### src/rtl/uec_pkg.sv
// Package with register map, field layout and carrier types for the endpoint config block
package uec_pkg;
    // Register indices; byte address is four times the index
    localparam logic [9:0] UEC_IDX_TX_CTRL_HIGH = 10'h113;
    localparam logic [9:0] UEC_IDX_RX_MAXP1 = 10'h114;
    localparam logic [9:0] UEC_IDX_RX_MAXP2 = 10'h124;
    localparam logic [9:0] UEC_IDX_RX_MAXP3 = 10'h134;
    localparam logic [9:0] UEC_IDX_TX_MAXP = 10'h150;
    localparam logic [9:0] UEC_IDX_TX_STATUS = 10'h151;
    localparam int UEC_ADDR_W = 12;
    localparam int UEC_RX_EPS = 3;

    // Transmit control byte fields
    localparam int UEC_B_AUTO = 7;
    localparam int UEC_B_ISO = 6;
    localparam int UEC_B_DIR = 5;
    localparam int UEC_B_DMA_REQUEST_ENABLE = 4;
    localparam int UEC_B_FLIP = 3;
    localparam int UEC_B_DMA_REQUEST_VARIANT = 2;
    localparam logic [7:0] UEC_CTRL_WMASK = 8'hFC;
    localparam logic [7:0] UEC_CTRL_RST = 8'h00;

    // Receive max packet fields
    localparam int UEC_MAX_PAYLOAD_BYTES_LSB = 0;
    localparam int UEC_MAX_PAYLOAD_BYTES_W = 11;
    localparam int UEC_SPLIT_LSB = 11;
    localparam int UEC_SPLIT_W = 5;
    localparam logic [15:0] UEC_MAXP_RST = 16'h0000;

    // Transmit status fields
    localparam int UEC_S_READY = 0;
    localparam int UEC_S_TOGGLE = 1;
    localparam int UEC_S_SHARED = 2;

    // AXI response codes
    localparam logic [1:0] UEC_RESP_OKAY = 2'h0;
    localparam logic [1:0] UEC_RESP_SLVERR = 2'h2;

    // Per receive endpoint settings
    typedef struct packed {
        logic [UEC_SPLIT_W-1:0] packet_split_factor;
        logic [UEC_MAX_PAYLOAD_BYTES_W-1:0] max_payload_bytes;
    } uec_rx_maxp_t;

    // Transmit endpoint settings seen by the datapath
    typedef struct packed {
        logic tx_packet_ready;
        logic iso_mode;
        logic dir_tx;
        logic dma_request_variant;
        logic data_toggle;
    } uec_tx_cfg_t;

    // Events from the transmit datapath
    typedef struct packed {
        logic [11:0] fifo_bytes;
        logic packet_sent;
        logic ack_rcvd;
        logic dma_space;
        logic shared_fifo;
    } uec_tx_evt_t;
endpackage

### src/rtl/uec_ctrl.sv
// Endpoint transmit control byte and receive max packet registers behind AXI4-Lite
`timescale 1ns/100ps
// Operation
// (RULE_01) With auto-ready on, a full max-size packet in FIFO sets packet-ready.
// (RULE_02) Software avoids auto-ready on high-bandwidth isochronous or interrupt endpoints.
// (RULE_03) Isochronous bit one selects isochronous, zero selects bulk or interrupt.
// (RULE_04) Direction bit one means transmit, zero means receive.
// (RULE_05) Direction bit only matters when the endpoint FIFO is shared.
// (RULE_06) DMA request enable gates the transmit DMA request.
// (RULE_07) Force-toggle flips data toggle and discards current packet regardless of ACK.
// (RULE_08) DMA variant bit one selects request mode 1, zero mode 0.
// (RULE_09) Software never clears the variant before or with clearing DMA enable.
// (RULE_10) Control bits one and zero are reserved, read zero, ignore writes.
// (RULE_11) Low eleven bits hold max payload bytes, up to 1024.
// (RULE_12) Upper five bits hold split multiplier minus one.
// (RULE_13) Software keeps payload times multiplier within the receive FIFO.
// (RULE_14) In DMA mode 1 software programs an even receive payload.
// (RULE_15) Receive max packet registers and control byte reset to zero.
// (RULE_16) Software sets packet-ready; hardware clears it once the packet is sent.
// (RULE_17) Automatic packet-ready has the same effect as a software write.
// (RULE_18) Three receive endpoints each own an identical max packet register.
module uec_ctrl
    import uec_pkg::*;
(
    input wire logic aclk,
    input wire logic aresetn,
    input wire logic ce,
    input wire logic [UEC_ADDR_W-1:0] s_axil_awaddr,
    input wire logic s_axil_awvalid,
    output logic s_axil_awready,
    input wire logic [31:0] s_axil_wdata,
    input wire logic [3:0] s_axil_wstrb,
    input wire logic s_axil_wvalid,
    output logic s_axil_wready,
    output logic [1:0] s_axil_bresp,
    output logic s_axil_bvalid,
    input wire logic s_axil_bready,
    input wire logic [UEC_ADDR_W-1:0] s_axil_araddr,
    input wire logic s_axil_arvalid,
    output logic s_axil_arready,
    output logic [31:0] s_axil_rdata,
    output logic [1:0] s_axil_rresp,
    output logic s_axil_rvalid,
    input wire logic s_axil_rready,
    input wire uec_tx_evt_t tx_evt,
    output uec_tx_cfg_t tx_cfg,
    output logic tx_dma_req,
    output logic tx_flush,
    output uec_rx_maxp_t [UEC_RX_EPS-1:0] rx_maxp
);

    // Write and read channel holding registers
    logic aw_full_r;
    logic w_full_r;
    logic [UEC_ADDR_W-1:0] aw_addr_r;
    logic [31:0] w_data_r;
    logic [3:0] w_strb_r;
    logic bvalid_r;
    logic [1:0] bresp_r;
    logic rvalid_r;
    logic [1:0] rresp_r;
    logic [31:0] rdata_r;

    // Register state
    logic [7:0] ctrl_r;
    logic [7:0] ctrl_nxt;
    logic [10:0] tx_maxp_r;
    logic ready_r;
    logic ready_nxt;
    logic toggle_r;
    logic flush_r;
    logic [15:0] rx_maxp_r [UEC_RX_EPS];

    // Handshake terms
    wire aw_hs = s_axil_awvalid & s_axil_awready;
    wire w_hs = s_axil_wvalid & s_axil_wready;
    wire ar_hs = s_axil_arvalid & s_axil_arready;
    wire do_wr = aw_full_r & w_full_r & ~bvalid_r;
    wire [9:0] wr_idx = aw_addr_r[UEC_ADDR_W-1:2];
    wire [9:0] rd_idx = s_axil_araddr[UEC_ADDR_W-1:2];

    // Write decode
    wire wr_ctrl = do_wr & (wr_idx == UEC_IDX_TX_CTRL_HIGH) & w_strb_r[0];
    wire wr_txmaxp = do_wr & (wr_idx == UEC_IDX_TX_MAXP);
    wire wr_stat = do_wr & (wr_idx == UEC_IDX_TX_STATUS) & w_strb_r[0];
    wire [2:0] wr_rx;
    wire [2:0] rd_rx;
    wire [9:0] rx_idx [UEC_RX_EPS];
    assign rx_idx[0] = UEC_IDX_RX_MAXP1;
    assign rx_idx[1] = UEC_IDX_RX_MAXP2;
    assign rx_idx[2] = UEC_IDX_RX_MAXP3;
    wire [2:0] wr_rx_any;
    // Unmapped index answers with an error response and changes nothing
    wire wr_hit = (wr_idx == UEC_IDX_TX_CTRL_HIGH) | (wr_idx == UEC_IDX_TX_MAXP)
        | (wr_idx == UEC_IDX_TX_STATUS) | (|wr_rx_any);

    // Control byte bit views
    wire auto_ready_enable = ctrl_r[UEC_B_AUTO];
    wire dma_request_enable = ctrl_r[UEC_B_DMA_REQUEST_ENABLE];
    wire dma_request_variant = ctrl_r[UEC_B_DMA_REQUEST_VARIANT];

    // Force flip takes effect on a write of one to its bit
    wire flip_req = wr_ctrl & w_data_r[UEC_B_FLIP]; // [RULE_07]

    // Auto ready when a full max-size packet sits in the FIFO
    wire auto_set = auto_ready_enable & ~ready_r & (tx_maxp_r != 11'h000)
        & (tx_evt.fifo_bytes >= {1'b0, tx_maxp_r}); // [RULE_01]
    wire sw_set = wr_stat & w_data_r[UEC_S_READY];
    wire ready_set = sw_set | auto_set; // [RULE_17]
    wire ready_clr = tx_evt.packet_sent | flip_req; // [RULE_16]

    // Set wins over clear
    always_comb begin
        ready_nxt = ready_r;
        if (ready_clr) begin
            ready_nxt = 1'b0;
        end
        if (ready_set) begin
            ready_nxt = 1'b1;
        end
    end

    // Control byte next value; reserved bits stay zero, flip bit self-clears
    always_comb begin
        ctrl_nxt = ctrl_r & ~(8'h01 << UEC_B_FLIP);
        if (wr_ctrl) begin
            ctrl_nxt = w_data_r[7:0] & UEC_CTRL_WMASK; // [RULE_10]
            ctrl_nxt[UEC_B_FLIP] = 1'b0;
        end
    end

    // Receive endpoint decode, one per endpoint
    genvar gi;
    generate
        for (gi = 0; gi < UEC_RX_EPS; gi++) begin : g_rx
            assign wr_rx_any[gi] = (wr_idx == rx_idx[gi]);
            assign wr_rx[gi] = do_wr & wr_rx_any[gi];
            assign rd_rx[gi] = (rd_idx == rx_idx[gi]);
            // Independent copy per endpoint
            always_ff @(posedge aclk) begin
                if (!aresetn) begin
                    rx_maxp_r[gi] <= UEC_MAXP_RST; // [RULE_15]
                end else if (ce && wr_rx[gi]) begin
                    if (w_strb_r[0]) begin
                        rx_maxp_r[gi][7:0] <= w_data_r[7:0]; // [RULE_11]
                    end
                    if (w_strb_r[1]) begin
                        rx_maxp_r[gi][15:8] <= w_data_r[15:8]; // [RULE_12]
                    end
                end
            end
            assign rx_maxp[gi].max_payload_bytes =
                rx_maxp_r[gi][UEC_MAX_PAYLOAD_BYTES_LSB +: UEC_MAX_PAYLOAD_BYTES_W]; // [RULE_18]
            assign rx_maxp[gi].packet_split_factor =
                rx_maxp_r[gi][UEC_SPLIT_LSB +: UEC_SPLIT_W];
        end
    endgenerate

    // Control, max packet and ready state
    always_ff @(posedge aclk) begin
        if (!aresetn) begin
            ctrl_r <= UEC_CTRL_RST; // [RULE_15]
            tx_maxp_r <= UEC_MAXP_RST[UEC_MAX_PAYLOAD_BYTES_W-1:0];
            ready_r <= 1'b0;
        end else if (ce) begin
            ctrl_r <= ctrl_nxt;
            ready_r <= ready_nxt;
            if (wr_txmaxp && w_strb_r[0]) begin
                tx_maxp_r[7:0] <= w_data_r[7:0];
            end
            if (wr_txmaxp && w_strb_r[1]) begin
                tx_maxp_r[10:8] <= w_data_r[10:8];
            end
        end
    end

    // Data toggle flips on ACK or on forced flip; flush pulses on forced flip
    always_ff @(posedge aclk) begin
        if (!aresetn) begin
            toggle_r <= 1'b0;
            flush_r <= 1'b0;
        end else if (ce) begin
            flush_r <= flip_req; // [RULE_07]
            if (flip_req || tx_evt.ack_rcvd) begin
                toggle_r <= ~toggle_r; // [RULE_07]
            end
        end
    end

    // Settings toward the datapath
    assign tx_cfg.tx_packet_ready = ready_r;
    assign tx_cfg.iso_mode = ctrl_r[UEC_B_ISO]; // [RULE_03]
    assign tx_cfg.dir_tx = tx_evt.shared_fifo ? ctrl_r[UEC_B_DIR] : 1'b1; // [RULE_04] [RULE_05]
    assign tx_cfg.dma_request_variant = dma_request_variant; // [RULE_08]
    assign tx_cfg.data_toggle = toggle_r;
    assign tx_flush = flush_r;

    // Mode 0 asks only while no packet is pending; mode 1 asks whenever space exists
    wire dma_mode_ok = dma_request_variant | ~ready_r; // [RULE_08]
    assign tx_dma_req = dma_request_enable & tx_evt.dma_space & dma_mode_ok; // [RULE_06]

    // Write address/data capture in either order, response after both
    always_ff @(posedge aclk) begin
        if (!aresetn) begin
            aw_full_r <= 1'b0;
            w_full_r <= 1'b0;
            aw_addr_r <= '0;
            w_data_r <= 32'h0000_0000;
            w_strb_r <= 4'h0;
            bvalid_r <= 1'b0;
            bresp_r <= UEC_RESP_OKAY;
        end else if (ce) begin
            if (aw_hs) begin
                aw_full_r <= 1'b1;
                aw_addr_r <= s_axil_awaddr;
            end
            if (w_hs) begin
                w_full_r <= 1'b1;
                w_data_r <= s_axil_wdata;
                w_strb_r <= s_axil_wstrb;
            end
            if (do_wr) begin
                aw_full_r <= 1'b0;
                w_full_r <= 1'b0;
                bvalid_r <= 1'b1;
                bresp_r <= wr_hit ? UEC_RESP_OKAY : UEC_RESP_SLVERR;
            end else if (bvalid_r && s_axil_bready) begin
                bvalid_r <= 1'b0;
            end
        end
    end

    assign s_axil_awready = ce & ~aw_full_r & ~bvalid_r;
    assign s_axil_wready = ce & ~w_full_r & ~bvalid_r;
    assign s_axil_bvalid = bvalid_r;
    assign s_axil_bresp = bresp_r;

    // Read data selection
    wire rd_ctrl = (rd_idx == UEC_IDX_TX_CTRL_HIGH);
    wire rd_txmaxp = (rd_idx == UEC_IDX_TX_MAXP);
    wire rd_stat = (rd_idx == UEC_IDX_TX_STATUS);
    wire rd_hit = rd_ctrl | rd_txmaxp | rd_stat | (|rd_rx);
    wire [31:0] stat_word = {29'h0, tx_evt.shared_fifo, toggle_r, ready_r};
    wire [31:0] rd_mux =
        rd_ctrl ? {24'h0, ctrl_r} :
        rd_txmaxp ? {21'h0, tx_maxp_r} :
        rd_stat ? stat_word :
        rd_rx[0] ? {16'h0, rx_maxp_r[0]} :
        rd_rx[1] ? {16'h0, rx_maxp_r[1]} :
        rd_rx[2] ? {16'h0, rx_maxp_r[2]} : 32'h0000_0000;

    // Read channel: one read in flight, answer the cycle after the address
    always_ff @(posedge aclk) begin
        if (!aresetn) begin
            rvalid_r <= 1'b0;
            rdata_r <= 32'h0000_0000;
            rresp_r <= UEC_RESP_OKAY;
        end else if (ce) begin
            if (ar_hs) begin
                rvalid_r <= 1'b1;
                rdata_r <= rd_mux;
                rresp_r <= rd_hit ? UEC_RESP_OKAY : UEC_RESP_SLVERR;
            end else if (rvalid_r && s_axil_rready) begin
                rvalid_r <= 1'b0;
            end
        end
    end

    assign s_axil_arready = ce & ~rvalid_r;
    assign s_axil_rvalid = rvalid_r;
    assign s_axil_rdata = rdata_r;
    assign s_axil_rresp = rresp_r;

endmodule // uec_ctrl

### config.mk
export PLATFORM = sky130hd
export DESIGN_NAME = uec_ctrl
export DESIGN_NICKNAME = d
export VERILOG_FILES = /design/src/rtl/uec_pkg.sv /design/src/rtl/uec_ctrl.sv
export SDC_FILE = /design/constraint.sdc
export NUM_CORES = 1
export LEC_CHECK = 0
export ABC_AREA = 1
export BUFFER_PORTS_ARGS = -buffer_cell sky130_fd_sc_hd__buf_4
export CAP_MARGIN = 20
export CORE_MARGIN = 10
export CORE_UTILIZATION = 40
export DETAILED_ROUTE_END_ITERATION = 10
export PLACE_DENSITY = 0.74
export SYNTH_ARGS = -nofsm -noshare
export SYNTH_HDL_FRONTEND = slang
export SYNTH_SLANG_ARGS = --single-unit
### constraint.sdc
create_clock -name aclk -period 2.18 [get_ports aclk]
set_input_delay 0.109 -clock aclk [delete_from_list [all_inputs] [get_ports aclk]]
set_output_delay 0.109 -clock aclk [all_outputs]
set_load 0.01 [all_outputs]
# Word level (Yosys, flattened, before mapping)
# Memory sizes are Yosys's and may differ from the RTL's.
# Index checks and enable logic that the tools add are counted.
dict set report totals {
  register_bits 90
  ramBits 48
  elab_cells 152
  n_memories 1
}
# name words width read_ports rd_ports_with_merged_regs wr line_no
set mem_list {}
lappend mem_list {rx_maxp_r 3 16 3 0 3 uec_ctrl.sv:72} ;# logic [15:0] rx_maxp_r [UEC_RX_EPS];
dict set report classes {
  n_lt_le_gt_ge 1
  eq_ne 12
  mux 46
  n_bitwise 46
  reduce_logical 29
}
# op count
set op_table {}
lappend op_table {{10-bit by 9-bit equality test with 1-bit output (second input constant)} 12}
lappend op_table {{16-bit two-way mux} 6}
lappend op_table {{8-bit two-way mux} 6}
lappend op_table {{1-bit two-way mux} 32}
lappend op_table {{2-bit AND reduction} 13}
lappend op_table {{1-bit AND} 25}
lappend op_table {{1-bit OR} 15}
lappend op_table {{12-bit by 11-bit greater-or-equal comparator with 1-bit output} 1}
lappend op_table {{11-bit nonzero test} 1}
lappend op_table {{2-bit nonzero test} 5}
lappend op_table {{1-bit logical AND} 7}
lappend op_table {{1-bit NOT} 6}
lappend op_table {{3-bit OR reduction} 2}
lappend op_table {{2-bit two-way mux} 2}
lappend op_table {{1-bit logical OR} 1}

# Depth between registers and ports, before layout
# Gate-level depths: netlist of the first run.
dict set report logic_depth {
  ltp_word 8
  mapped_depth 12
  mapped_depth_nobuf 12
}

# Worst setup path before layout of the first run
# No wires, ideal clock.
dict set report synth_path {
  kind {register to register}
  from {register aw_addr_r[11]}
  to {memory rx_maxp_r[0][0] (enable)}
  setup_ps 384
  t_arrival_ps 1583
  required_ps 1796
  path_slack_ps 213
  path_stages_with_launch 8
  synth_period_minus_slack_ps 1967
  path_cell_list {dfxtp_1 inv_1 nand2_2 nor3_2 inv_1 nor3_4 nand3_1 o21ai_0}
}
# element line_no
set synth_rtl {}
lappend synth_rtl {{start: declaration} uec_ctrl.sv:55} ;# logic [UEC_ADDR_W-1:0] aw_addr_r;
lappend synth_rtl {{start signal: assignment} uec_ctrl.sv:215} ;# aw_addr_r <= s_axil_awaddr;
lappend synth_rtl {{end: declaration} uec_ctrl.sv:72}

==> results.toml, run 1 <==
[finish]
final_common_cell = "buf_4"
multiInputGateArea_sq_um = 2190
regArea_sq_um = 2820
layout_common_cells = "buf_4 (149), nand2_1 (131), nor2_1 (96), inv_1 (74), dfxtp_1 (69)"
area_delta_synth_final_pct = 36.2
drive_gt1_share_pct = 23.0
diodes = 0
nets = 941
fillers = 1219

[clocking]
tritoncts = "yes"
cts_buffers = 17
cts_buffer_depth = 2
cts.clk_slew.worst_paths_ns = 0.05
cts_setup_buffers = 0
clk_latency_ns = 0.41
cts_sinks = 117
cts_root_buffer = "clkbuf_16"
h-tree-depth = 4
cts.repair.resized = 0

[placed_design]
hpwl_um = 12800
gp_congestion = 0.852
io_buffers = 139

[global_route]
grt_max_degree = 38
antenna_found_initial = 0
first_global_vias = 5054
grt.overflow.total = 0
grt_pass1_wl_um = 26100
track_usage_pct = 17.8

[sta]
rsz0062_at_grt = "no"
clock_skew_ns = 0.00850
max_slew.worst_pin.slew_ns = 0.878
slew_headroom_pct = 41.4
drv_slew = 0
timing_hold_violations_final = 0
setup_viol = 0
fin_tns_setup_ns = 0
hold_slack_ns = 0.00887
period_minus_slack_ns = 2.01
max_freq_mhz = 498
final.period_utilization_pct = 92.0

[floorplanning]
initial_utilization_pct = 41.1
fp.coreArea_sq_um = 13300
die_h_um = 137
dieWidth_um = 137
die-area_sq_um = 18800
row_count = 42
ios = 180

[power]
vdd_drop_max_uv = 575
swShare_pct = 23.1
p_int_w = 0.00433
power.density_nw_per_um2 = 753
pwr-share-comb_pct = 9.2
p_seq_share_pct = 42.9
p_leak_nw = 3.22
clockPowerShare_pct = 47.9
p_sw_w = 0.00130
power_w = 0.00563

[setup_path]
worst-path-buf-inv = 2
startpoint_type = "register"
critical_path_class = "register to register"
crit_family = "simple AND/OR/NAND/NOR gates"
crit_top_cell = "nand2_1"
endpoint_kind = "register"
cp_cell_sequence = "inv_1 -> nand2_2 -> nor3_2 -> inv_1 -> nor3_4 -> nand2_1 -> nor3_4 -> nand2_1 -> nand2_1"
critPathRequiredTime_ns = 2.24
cpMaxStageDelayCell = "nand2_1"
ff2ff_setup_slack_ns = 0.17
arrival_ns = 2.07
max_stage_delay_ns = 0.31
critPathMaxFanout = 8

[routing]
totalWireLength_um = 17100
via_count = 5136
drtIter0Drc = 336
route.detailed.drc = 0
dr.pass1.iters = 5
vias_per_cell = 4.97
antenna_left = 0
avgRoutedWirePerCell_um = 16.6

[yosys]
ys_ff_latch = 117
synth_ff_type = "dfxtp_1"
async_flop_share_pct = 0
synthesis.area_sq_um = 5490
syn-instance-count = 676
ys_warn_count = 0
syn_avg_cell_area_sq_um = 8.11
yosysSeqAreaShare_pct = 51.5
synth_cell_type_count = 30
synth_edf_count = 48

[status]
status = "completed"

[flow_run]
maxCapViolations = 0

[worst_hold_path]
min_path_type = "primary input to register"
==> timing repair <==
item,CTS,global route
setup endpoints to repair,0,0
hold buffers,26,0
endpoints found under the hold margin,26,0
==> synth_stat cells, types with 2 or more instances <==
cell      count  area share [%]
o21bai_1      2            0.27
inv_1        74             5.1
nand3_1      28             2.6
buf_4        24             3.3
clkbuf_1     12            0.82
nor3_1       13             1.2
ha_1         11             2.5
nand2_1     131             9.0
nor2_2        5            0.57
nor2_1       96             6.6
nand3_2       4            0.73
or2_2         2            0.23
edfxtp_1     48              26
a31oi_1       2            0.23
nor3_2        3            0.55
dfxtp_1      69              25
o21ai_0      57             5.2
buf_2         3            0.27
nand4_1      11             1.3
a211oi_1      5            0.68
a21oi_1      65             5.9
nand2_2       2            0.23
nor3_4        2            0.59
==> state kept, by name, summed over array words and instances (netlist names), 2 cells and up <==
name,flops
ctrl_r,5
aw_addr_r,10
s_axil_rdata,16
w_data_r,16
w_strb_r,2
tx_maxp_r,11
rx_maxp_r,48
==> stage by stage <==
| step | instances | util (%) | instance area [sq um] | worst slack (ns) |
|---|---|---|---|---|
| 2_1_floorplan | 693 | - | 5550 | 0.213 |
| 3_3_place_gp | 977 | 49.7 | 6630 | 0.247 |
| 3_5_place_dp | 977 | 49.7 | 6630 | 0.227 |
| 4_1_cts | 1033 | 56.0 | 7470 | 0.182 |
| 5_1_grt | 1033 | 56.0 | 7470 | 0.00215 |
| 6_report | 1033 | 56.0 | 7470 | 0.174 |
==> power by group through the flow <==
stage	Combinational, W	Clock, W	Sequential, W
6_report	0.000518	0.00270	0.00241
5_1_grt	0.000576	0.00281	0.00242
4_1_cts	0.000518	0.00271	0.00241
3_5_place_dp	0.000477	0	0.00245
3_3_place_gp	0.000470	0	0.00245
2_1_floorplan	0.000247	0	0.00246
==> layout make-up <==
cell class              instances  share of cell area (%)
clock buffers                  22                    6.80
well taps                     176                    2.95
multi-input cells             460                    29.3
clock inverters                 8                   0.921
inverters                      75                    3.77
repair buffers                175                    18.5
flip-flops and latches        117                    37.8
==> metal layers <==
metal  routed length (um)  up-vias  part of all wire, %  GRT usage [%]
met5                    0        -                    0              0
met4                  457        0                  2.7           6.91
met3                 1620       39                  9.5           5.13
met2                 8170      263                   48           29.7
met1                 6900     2305                   40           21.2
li1                     -     2529                    -              -
==> kinds of logic after synthesis <==
family,Yosys count,share of synthesized area (%)
AO/OA/AOI/OAI,131,12.3
adder cells (fa/ha/maj),11,2.51
other,1,0.0684
AND/OR/NAND/NOR,300,23.9
flip-flops,117,51.5
buffers and inverters,116,9.79
==> worst reg2reg max path: stages, from the launching register on <==
cell     delay, ns
dfxtp_1       0.29
inv_1         0.07
nand2_2       0.08
nor3_2        0.17
inv_1         0.10
nor3_4        0.17
nand2_1       0.16
nor3_4        0.22
nand2_1       0.08
nand2_1       0.31
==> path summary, 6_finish.rpt <==
| kind | from | end | depth (start not counted) |
|---|---|---|---|
| min reg2reg | s_axil_rdata[0] | s_axil_rdata[0] | 2 |
| max | aw_addr_r[11] | rx_maxp_r[1][13] | 9 |
| max reg2reg | aw_addr_r[11] | rx_maxp_r[1][13] | 9 |
| min | s_axil_awaddr[3] | aw_addr_r[3] | 3 |
Note: power is estimated with default switching activity, not from simulation.
==> inputs of run 2 (changes only) <==
--- a/config.mk
+++ b/config.mk
@@ -8,10 +8,14 @@
 export ABC_AREA = 1
 export BUFFER_PORTS_ARGS = -buffer_cell sky130_fd_sc_hd__buf_4
 export CAP_MARGIN = 20
+export CELL_PAD_IN_SITES_DETAIL_PLACEMENT = 0
+export CELL_PAD_IN_SITES_GLOBAL_PLACEMENT = 1
+export CORE_ASPECT_RATIO = 0.6
 export CORE_MARGIN = 10
-export CORE_UTILIZATION = 40
+export CORE_UTILIZATION = 36
 export DETAILED_ROUTE_END_ITERATION = 10
-export PLACE_DENSITY = 0.74
+export PLACE_DENSITY = 0.87
+export SETUP_SLACK_MARGIN = 0.3
 export SYNTH_ARGS = -nofsm -noshare
 export SYNTH_HDL_FRONTEND = slang
 export SYNTH_SLANG_ARGS = --single-unit
==> run 2 against run 1 <==
Against the previous run: wire length is 6.3% higher; register-to-register slack improved by 0.08 ns; setup slack improved by 0.076 ns; final area rose by 3.5%; clock power is 7% higher; die area rose by 10%; largest cell class unchanged.
==> results.toml, run 2 (synthesized netlist as in run 1, its figures left out) <==
[sta]
period_minus_slack_ns = 1.93
fin_tns_setup_ns = 0
clock_skew_ns = 0.0119
max_freq_mhz = 518
setup_slack_ns = 0.250
hold_slack_ns = 0.00715
setup_viol = 0
timing_hold_violations_final = 0
drv_slew = 0
final.period_utilization_pct = 88.5
rsz0062_at_grt = "yes"

[clocking]
tritoncts = "yes"
clk_latency_ns = 0.42
h-tree-depth = 4
cts_buffers = 17
cts.clk_slew.worst_paths_ns = 0.06
cts_root_buffer = "clkbuf_16"
cts_buffer_depth = 2
cts_sinks = 117

[worst_hold_path]
min_to = "w_data_r[6]"
hold_depth = 3
min_path_type = "primary input to register"
holdCritStartpoint = "s_axil_wdata[6]"

[routing]
route.detailed.drc = 0
drtIter0Drc = 510
via_count = 5123
vias_per_cell = 4.82
avgRoutedWirePerCell_um = 17.2
totalWireLength_um = 18200
dr.pass1.iters = 7
antenna_left = 0

[global_route]
track_usage_pct = 17.3
grt_max_degree = 38
first_global_vias = 4906
grt_pass1_wl_um = 27700
grt.overflow.total = 0
antenna_found_initial = 0

[finish]
regMostFlops = "rx_maxp_r"
area_delta_synth_final_pct = 41.0
layout_common_cells = "buf_4 (155), nand2_1 (121), nor2_1 (85), inv_1 (71), dfxtp_1 (68)"
nets = 946
regArea_sq_um = 2820
largest_register_ffs = 48
multiInputGateArea_sq_um = 2340
fillers = 1365
drive_gt1_share_pct = 27.0
final_cell_count_no_fill = 1062
final_common_cell = "buf_4"
diodes = 0

[power]
p_int_w = 0.00436
swShare_pct = 25.2
p_sw_w = 0.00147
pwr-share-comb_pct = 9.3
p_leak_nw = 3.31
vdd_drop_max_uv = 524
p_seq_share_pct = 41.4
clockPowerShare_pct = 49.4
power.density_nw_per_um2 = 754

[setup_path]
critical_path_class = "register to register"
critPathRequiredTime_ns = 2.30
ff2ff_setup_slack_ns = 0.25
critPathMaxFanout = 8
cp-startpoint = "aw_addr_r[11]"
worstReg2RegEnd = "rx_maxp_r[1][0]"
endpoint_kind = "register"
arrival_ns = 2.05
timing.rr.start = "aw_addr_r[11]"
startpoint_type = "register"
reg2reg_depth = 10

[status]
status = "completed"

[placed_design]
dpl_worst_slack_ns = 0.165
dp_cells = 1002
gp_congestion = 0.865
hpwl_um = 14000
io_buffers = 139

[floorplanning]
dieWidth_um = 179
die-area_sq_um = 20700
row_count = 34
die_h_um = 116
ios = 180
fp.coreArea_sq_um = 14700
initial_utilization_pct = 37.3

[flow_run]
maxCapViolations = 0
-- run 2: worst max-delay path by stage --
stage / endpoint / cells after the start
3_3_place_gp: rx_maxp_r[2][2] / 9
6_report: rx_maxp_r[1][0] / 10
4_1_cts: rx_maxp_r[2][2] / 9
2_1_floorplan: rx_maxp_r[0][0] / 7
5_1_grt: rx_maxp_r[1][10] / 10
3_5_place_dp: rx_maxp_r[2][0] / 9
-- run 2: final cells by class --
class	instances	share of cell area [%]
Multi-Input combinational cell	460	30.3
Inverter	75	3.64
Clock buffer	18	5.83
Timing Repair Buffer	180	18.4
Clock inverter	14	2.10
Tap cell	198	3.20
Sequential cell	117	36.5
-- run 2: through the flow --
stage / cell area [sq um] / power, W / utilization (%)
detailed placement: 6680 / 0.00294 / 45.4
finish: 7730 / 0.00583 / 52.5
global route: 7730 / 0.00602 / 52.5
global placement: 6680 / 0.00294 / 45.4
floorplan: 5550 / 0.00270 / -
CTS: 7540 / 0.00582 / 51.2
-- run 2: power groups by stage --
stage	Clock (W)	Combinational, W	Sequential (W)
2_1_floorplan	0	0.000247	0.00246
5_1_grt	0.00300	0.000600	0.00242
4_1_cts	0.00289	0.000526	0.00241
3_3_place_gp	0	0.000485	0.00245
6_report	0.00288	0.000542	0.00241
3_5_place_dp	0	0.000489	0.00246
-- run 2: layer usage --
layer  track usage [%]  vias to the layer above  routed length, um
li1                  -                     2544                  -
met1              25.1                     2354               8670
met2              24.9                      223               7750
met3              4.81                        2               1790
met4              3.92                        0                 27
met5                 0                        -                  0
-- run 2: critical path: stages, from the launching register on --
cell	delay, ns
dfxtp_1	0.31
inv_2	0.07
nand2_4	0.07
nor3_4	0.22
inv_2	0.07
nor3_4	0.24
nand2_2	0.13
nor3_4	0.18
buf_6	0.17
nand2_4	0.07
nand2_8	0.09
-- run 2: what timing repair did --
| item | 4_1_cts | 5_1_grt |
|---|---|---|
| setup buffers | 0 | 5 |
| pin swaps | 0 | 8 |
| resized for setup | 4 | 39 |
| hold buffers | 23 | 0 |
| hold endpoints to repair | 23 | 0 |
| endpoints found under the setup margin | 32 | 101 |
==> inputs of run 3 (changes only) <==
--- a/config.mk
+++ b/config.mk
@@ -14,7 +14,7 @@
 export CORE_MARGIN = 10
 export CORE_UTILIZATION = 36
 export DETAILED_ROUTE_END_ITERATION = 10
-export PLACE_DENSITY = 0.87
+export PLACE_DENSITY_LB_ADDON = 0.1
 export SETUP_SLACK_MARGIN = 0.3
 export SYNTH_ARGS = -nofsm -noshare
 export SYNTH_HDL_FRONTEND = slang
==> run 3 against run 2 <==
Against the previous run: highest routed layer unchanged; sequential cell count is the same; sequential power is essentially flat; die area is the same; critical endpoint is now rx_maxp_r[1][10]; via count shrank 0.62%; register-to-register slack is essentially flat; critical path depth is the same; non-clock buffer count is the same; wire length grew 2.2%; global-route usage grew 0.31 points; largest power group unchanged; cell count is the same.
==> results.toml, run 3 (synthesized netlist as in run 1, its figures left out) <==
[placed_design]
dpl_worst_slack_ns = 0.161
io_buffers = 139
gp_congestion = 0.845
hpwl_um = 14400
placed_area_sq_um = 6660

[setup_path]
max_stage_delay_ns = 0.31
timing.rr.start = "aw_addr_r[11]"
critPathRequiredTime_ns = 2.30
critPathMaxFanout = 8
reg2reg_depth = 10
cp_cell_sequence = "inv_2 -> nand2_4 -> nor3_4 -> inv_2 -> nor3_4 -> nand2_2 -> nor3_4 -> buf_6 -> nand2_4 -> nand2_8"
ff2ff_setup_slack_ns = 0.25
worstReg2RegEnd = "rx_maxp_r[1][10]"
crit_top_cell = "nor3_4"
cpMaxStageDelayCell = "dfxtp_2"
arrival_ns = 2.04
worst-path-buf-inv = 3
critical_path_class = "register to register"
endpoint_kind = "register"
startpoint_type = "register"
crit_family = "simple AND/OR/NAND/NOR gates"
cp.depth = 10

[power]
swShare_pct = 24.3
p_leak_nw = 3.30
p_int_w = 0.00438
power.density_nw_per_um2 = 752
p_sw_w = 0.00140
vdd_drop_max_uv = 484
clockPowerShare_pct = 48.9
p_seq_share_pct = 41.7
pwr-share-comb_pct = 9.3

[routing]
drtIter0Drc = 399
vias_per_cell = 4.79
totalWireLength_um = 18600
antenna_left = 0
dr.pass1.iters = 5
via_count = 5091
avgRoutedWirePerCell_um = 17.5
route.detailed.drc = 0

[clocking]
cts_buffers = 17
cts_root_buffer = "clkbuf_16"
cts_buffer_depth = 2
clk_latency_ns = 0.41
cts_sinks = 117
tritoncts = "yes"
h-tree-depth = 4
cts.clk_slew.worst_paths_ns = 0.06

[sta]
final.period_utilization_pct = 88.3
fin_tns_setup_ns = 0
hold_slack_ns = 0.0132
rsz0062_at_grt = "yes"
slew_headroom_pct = 38.3
max_slew.worst_pin.slew_ns = 0.924
timing_hold_violations_final = 0
max_freq_mhz = 519
clock_skew_ns = 0.00835
setup_viol = 0
setup_slack_ns = 0.254
period_minus_slack_ns = 1.93
drv_slew = 0

[global_route]
antenna_found_initial = 0
track_usage_pct = 17.6
first_global_vias = 4877
grt_pass1_wl_um = 27800
grt.overflow.total = 0
grt_max_degree = 38

[worst_hold_path]
min_to = "w_data_r[8]"
hold_depth = 3
min_path_type = "primary input to register"
holdCritStartpoint = "s_axil_wdata[8]"

[finish]
layout_common_cells = "buf_4 (155), nand2_1 (122), nor2_1 (87), inv_1 (72), dfxtp_1 (67)"
regMostFlops = "rx_maxp_r"
diodes = 0
nets = 946
drive_gt1_share_pct = 26.7
final_design_area_no_fill_sq_um = 7700
area_delta_synth_final_pct = 40.4
final_common_cell = "buf_4"
largest_register_ffs = 48

[floorplanning]
ios = 180
fp.coreArea_sq_um = 14700
die-area_sq_um = 20700
die_h_um = 116
dieWidth_um = 179
row_count = 34
initial_utilization_pct = 37.3

[flow_run]
maxCapViolations = 0

[status]
status = "completed"
## run 3: changes by cell type in the layout (fill, tap and decap cells not counted), sizes merged
cell,delta
clkinvlp,+3
inv,-3
buf,+1
bufinv,+1
clkbuf,-1
dlygate4sd3,-1
## run 3: layout make-up
type	instances	area (sq um)
Tap cell	198	248
Multi-Input combinational cell	460	2310
Inverter	75	282
Fill cell	1391	7020
Clock buffer	17	425
Timing Repair Buffer	180	1430
Clock inverter	15	179
Sequential cell	117	2830
## run 3: metal layers
layer	track usage, %	wire, um	share of wire (%)	vias to the layer above
met4	3.92	141	0.76	0
li1	-	-	-	2544
met3	5.85	1850	9.9	12
met1	24.4	8720	47	2348
met2	26.2	7920	43	187
met5	0	0	0	-
## run 3: power groups by stage
stage | Clock (W) | Combinational [W] | Sequential [W]
after CTS | 0.00287 | 0.000524 | 0.00241
after global placement | 0 | 0.000481 | 0.00246
final | 0.00283 | 0.000540 | 0.00242
after global routing | 0.00296 | 0.000600 | 0.00242
after detailed placement | 0 | 0.000489 | 0.00246
after floorplan | 0 | 0.000247 | 0.00246
## run 3: worst max-delay path by stage
| stage | from | end | slack [ns] |
|---|---|---|---|
| floorplan | aw_addr_r[11] | rx_maxp_r[0][0] | 0.21 |
| global placement | aw_addr_r[11] | rx_maxp_r[1][12] | 0.21 |
| detailed placement | aw_addr_r[11] | rx_maxp_r[1][12] | 0.16 |
| CTS | aw_addr_r[11] | rx_maxp_r[1][10] | 0.27 |
| global route | aw_addr_r[11] | rx_maxp_r[1][8] | 0.19 |
| finish | aw_addr_r[11] | rx_maxp_r[1][10] | 0.25 |
## run 3: metrics by stage
step | power, W | cells | utilization (%)
final | 0.00579 | 1062 | 52.3
after global routing | 0.00599 | 1062 | 52.3
after CTS | 0.00580 | 1053 | 50.9
after detailed placement | 0.00295 | 999 | 45.2
after global placement | 0.00294 | 999 | 45.2
after floorplan | 0.00270 | 693 | -
## run 3: timing repair
item / in CTS / in global routing
hold buffers: 22 / 0
setup endpoints to repair: 32 / 106
resized for setup: 4 / 33
pin swaps: 0 / 7
hold endpoints to repair: 22 / 0
setup buffers: 0 / 9
cloned: 0 / 0
## run 3: tightest hold or removal path, stage by stage
cell and delay (ns):
buf_4 0.07, o21ai_0 0.09, a21oi_1 0.11
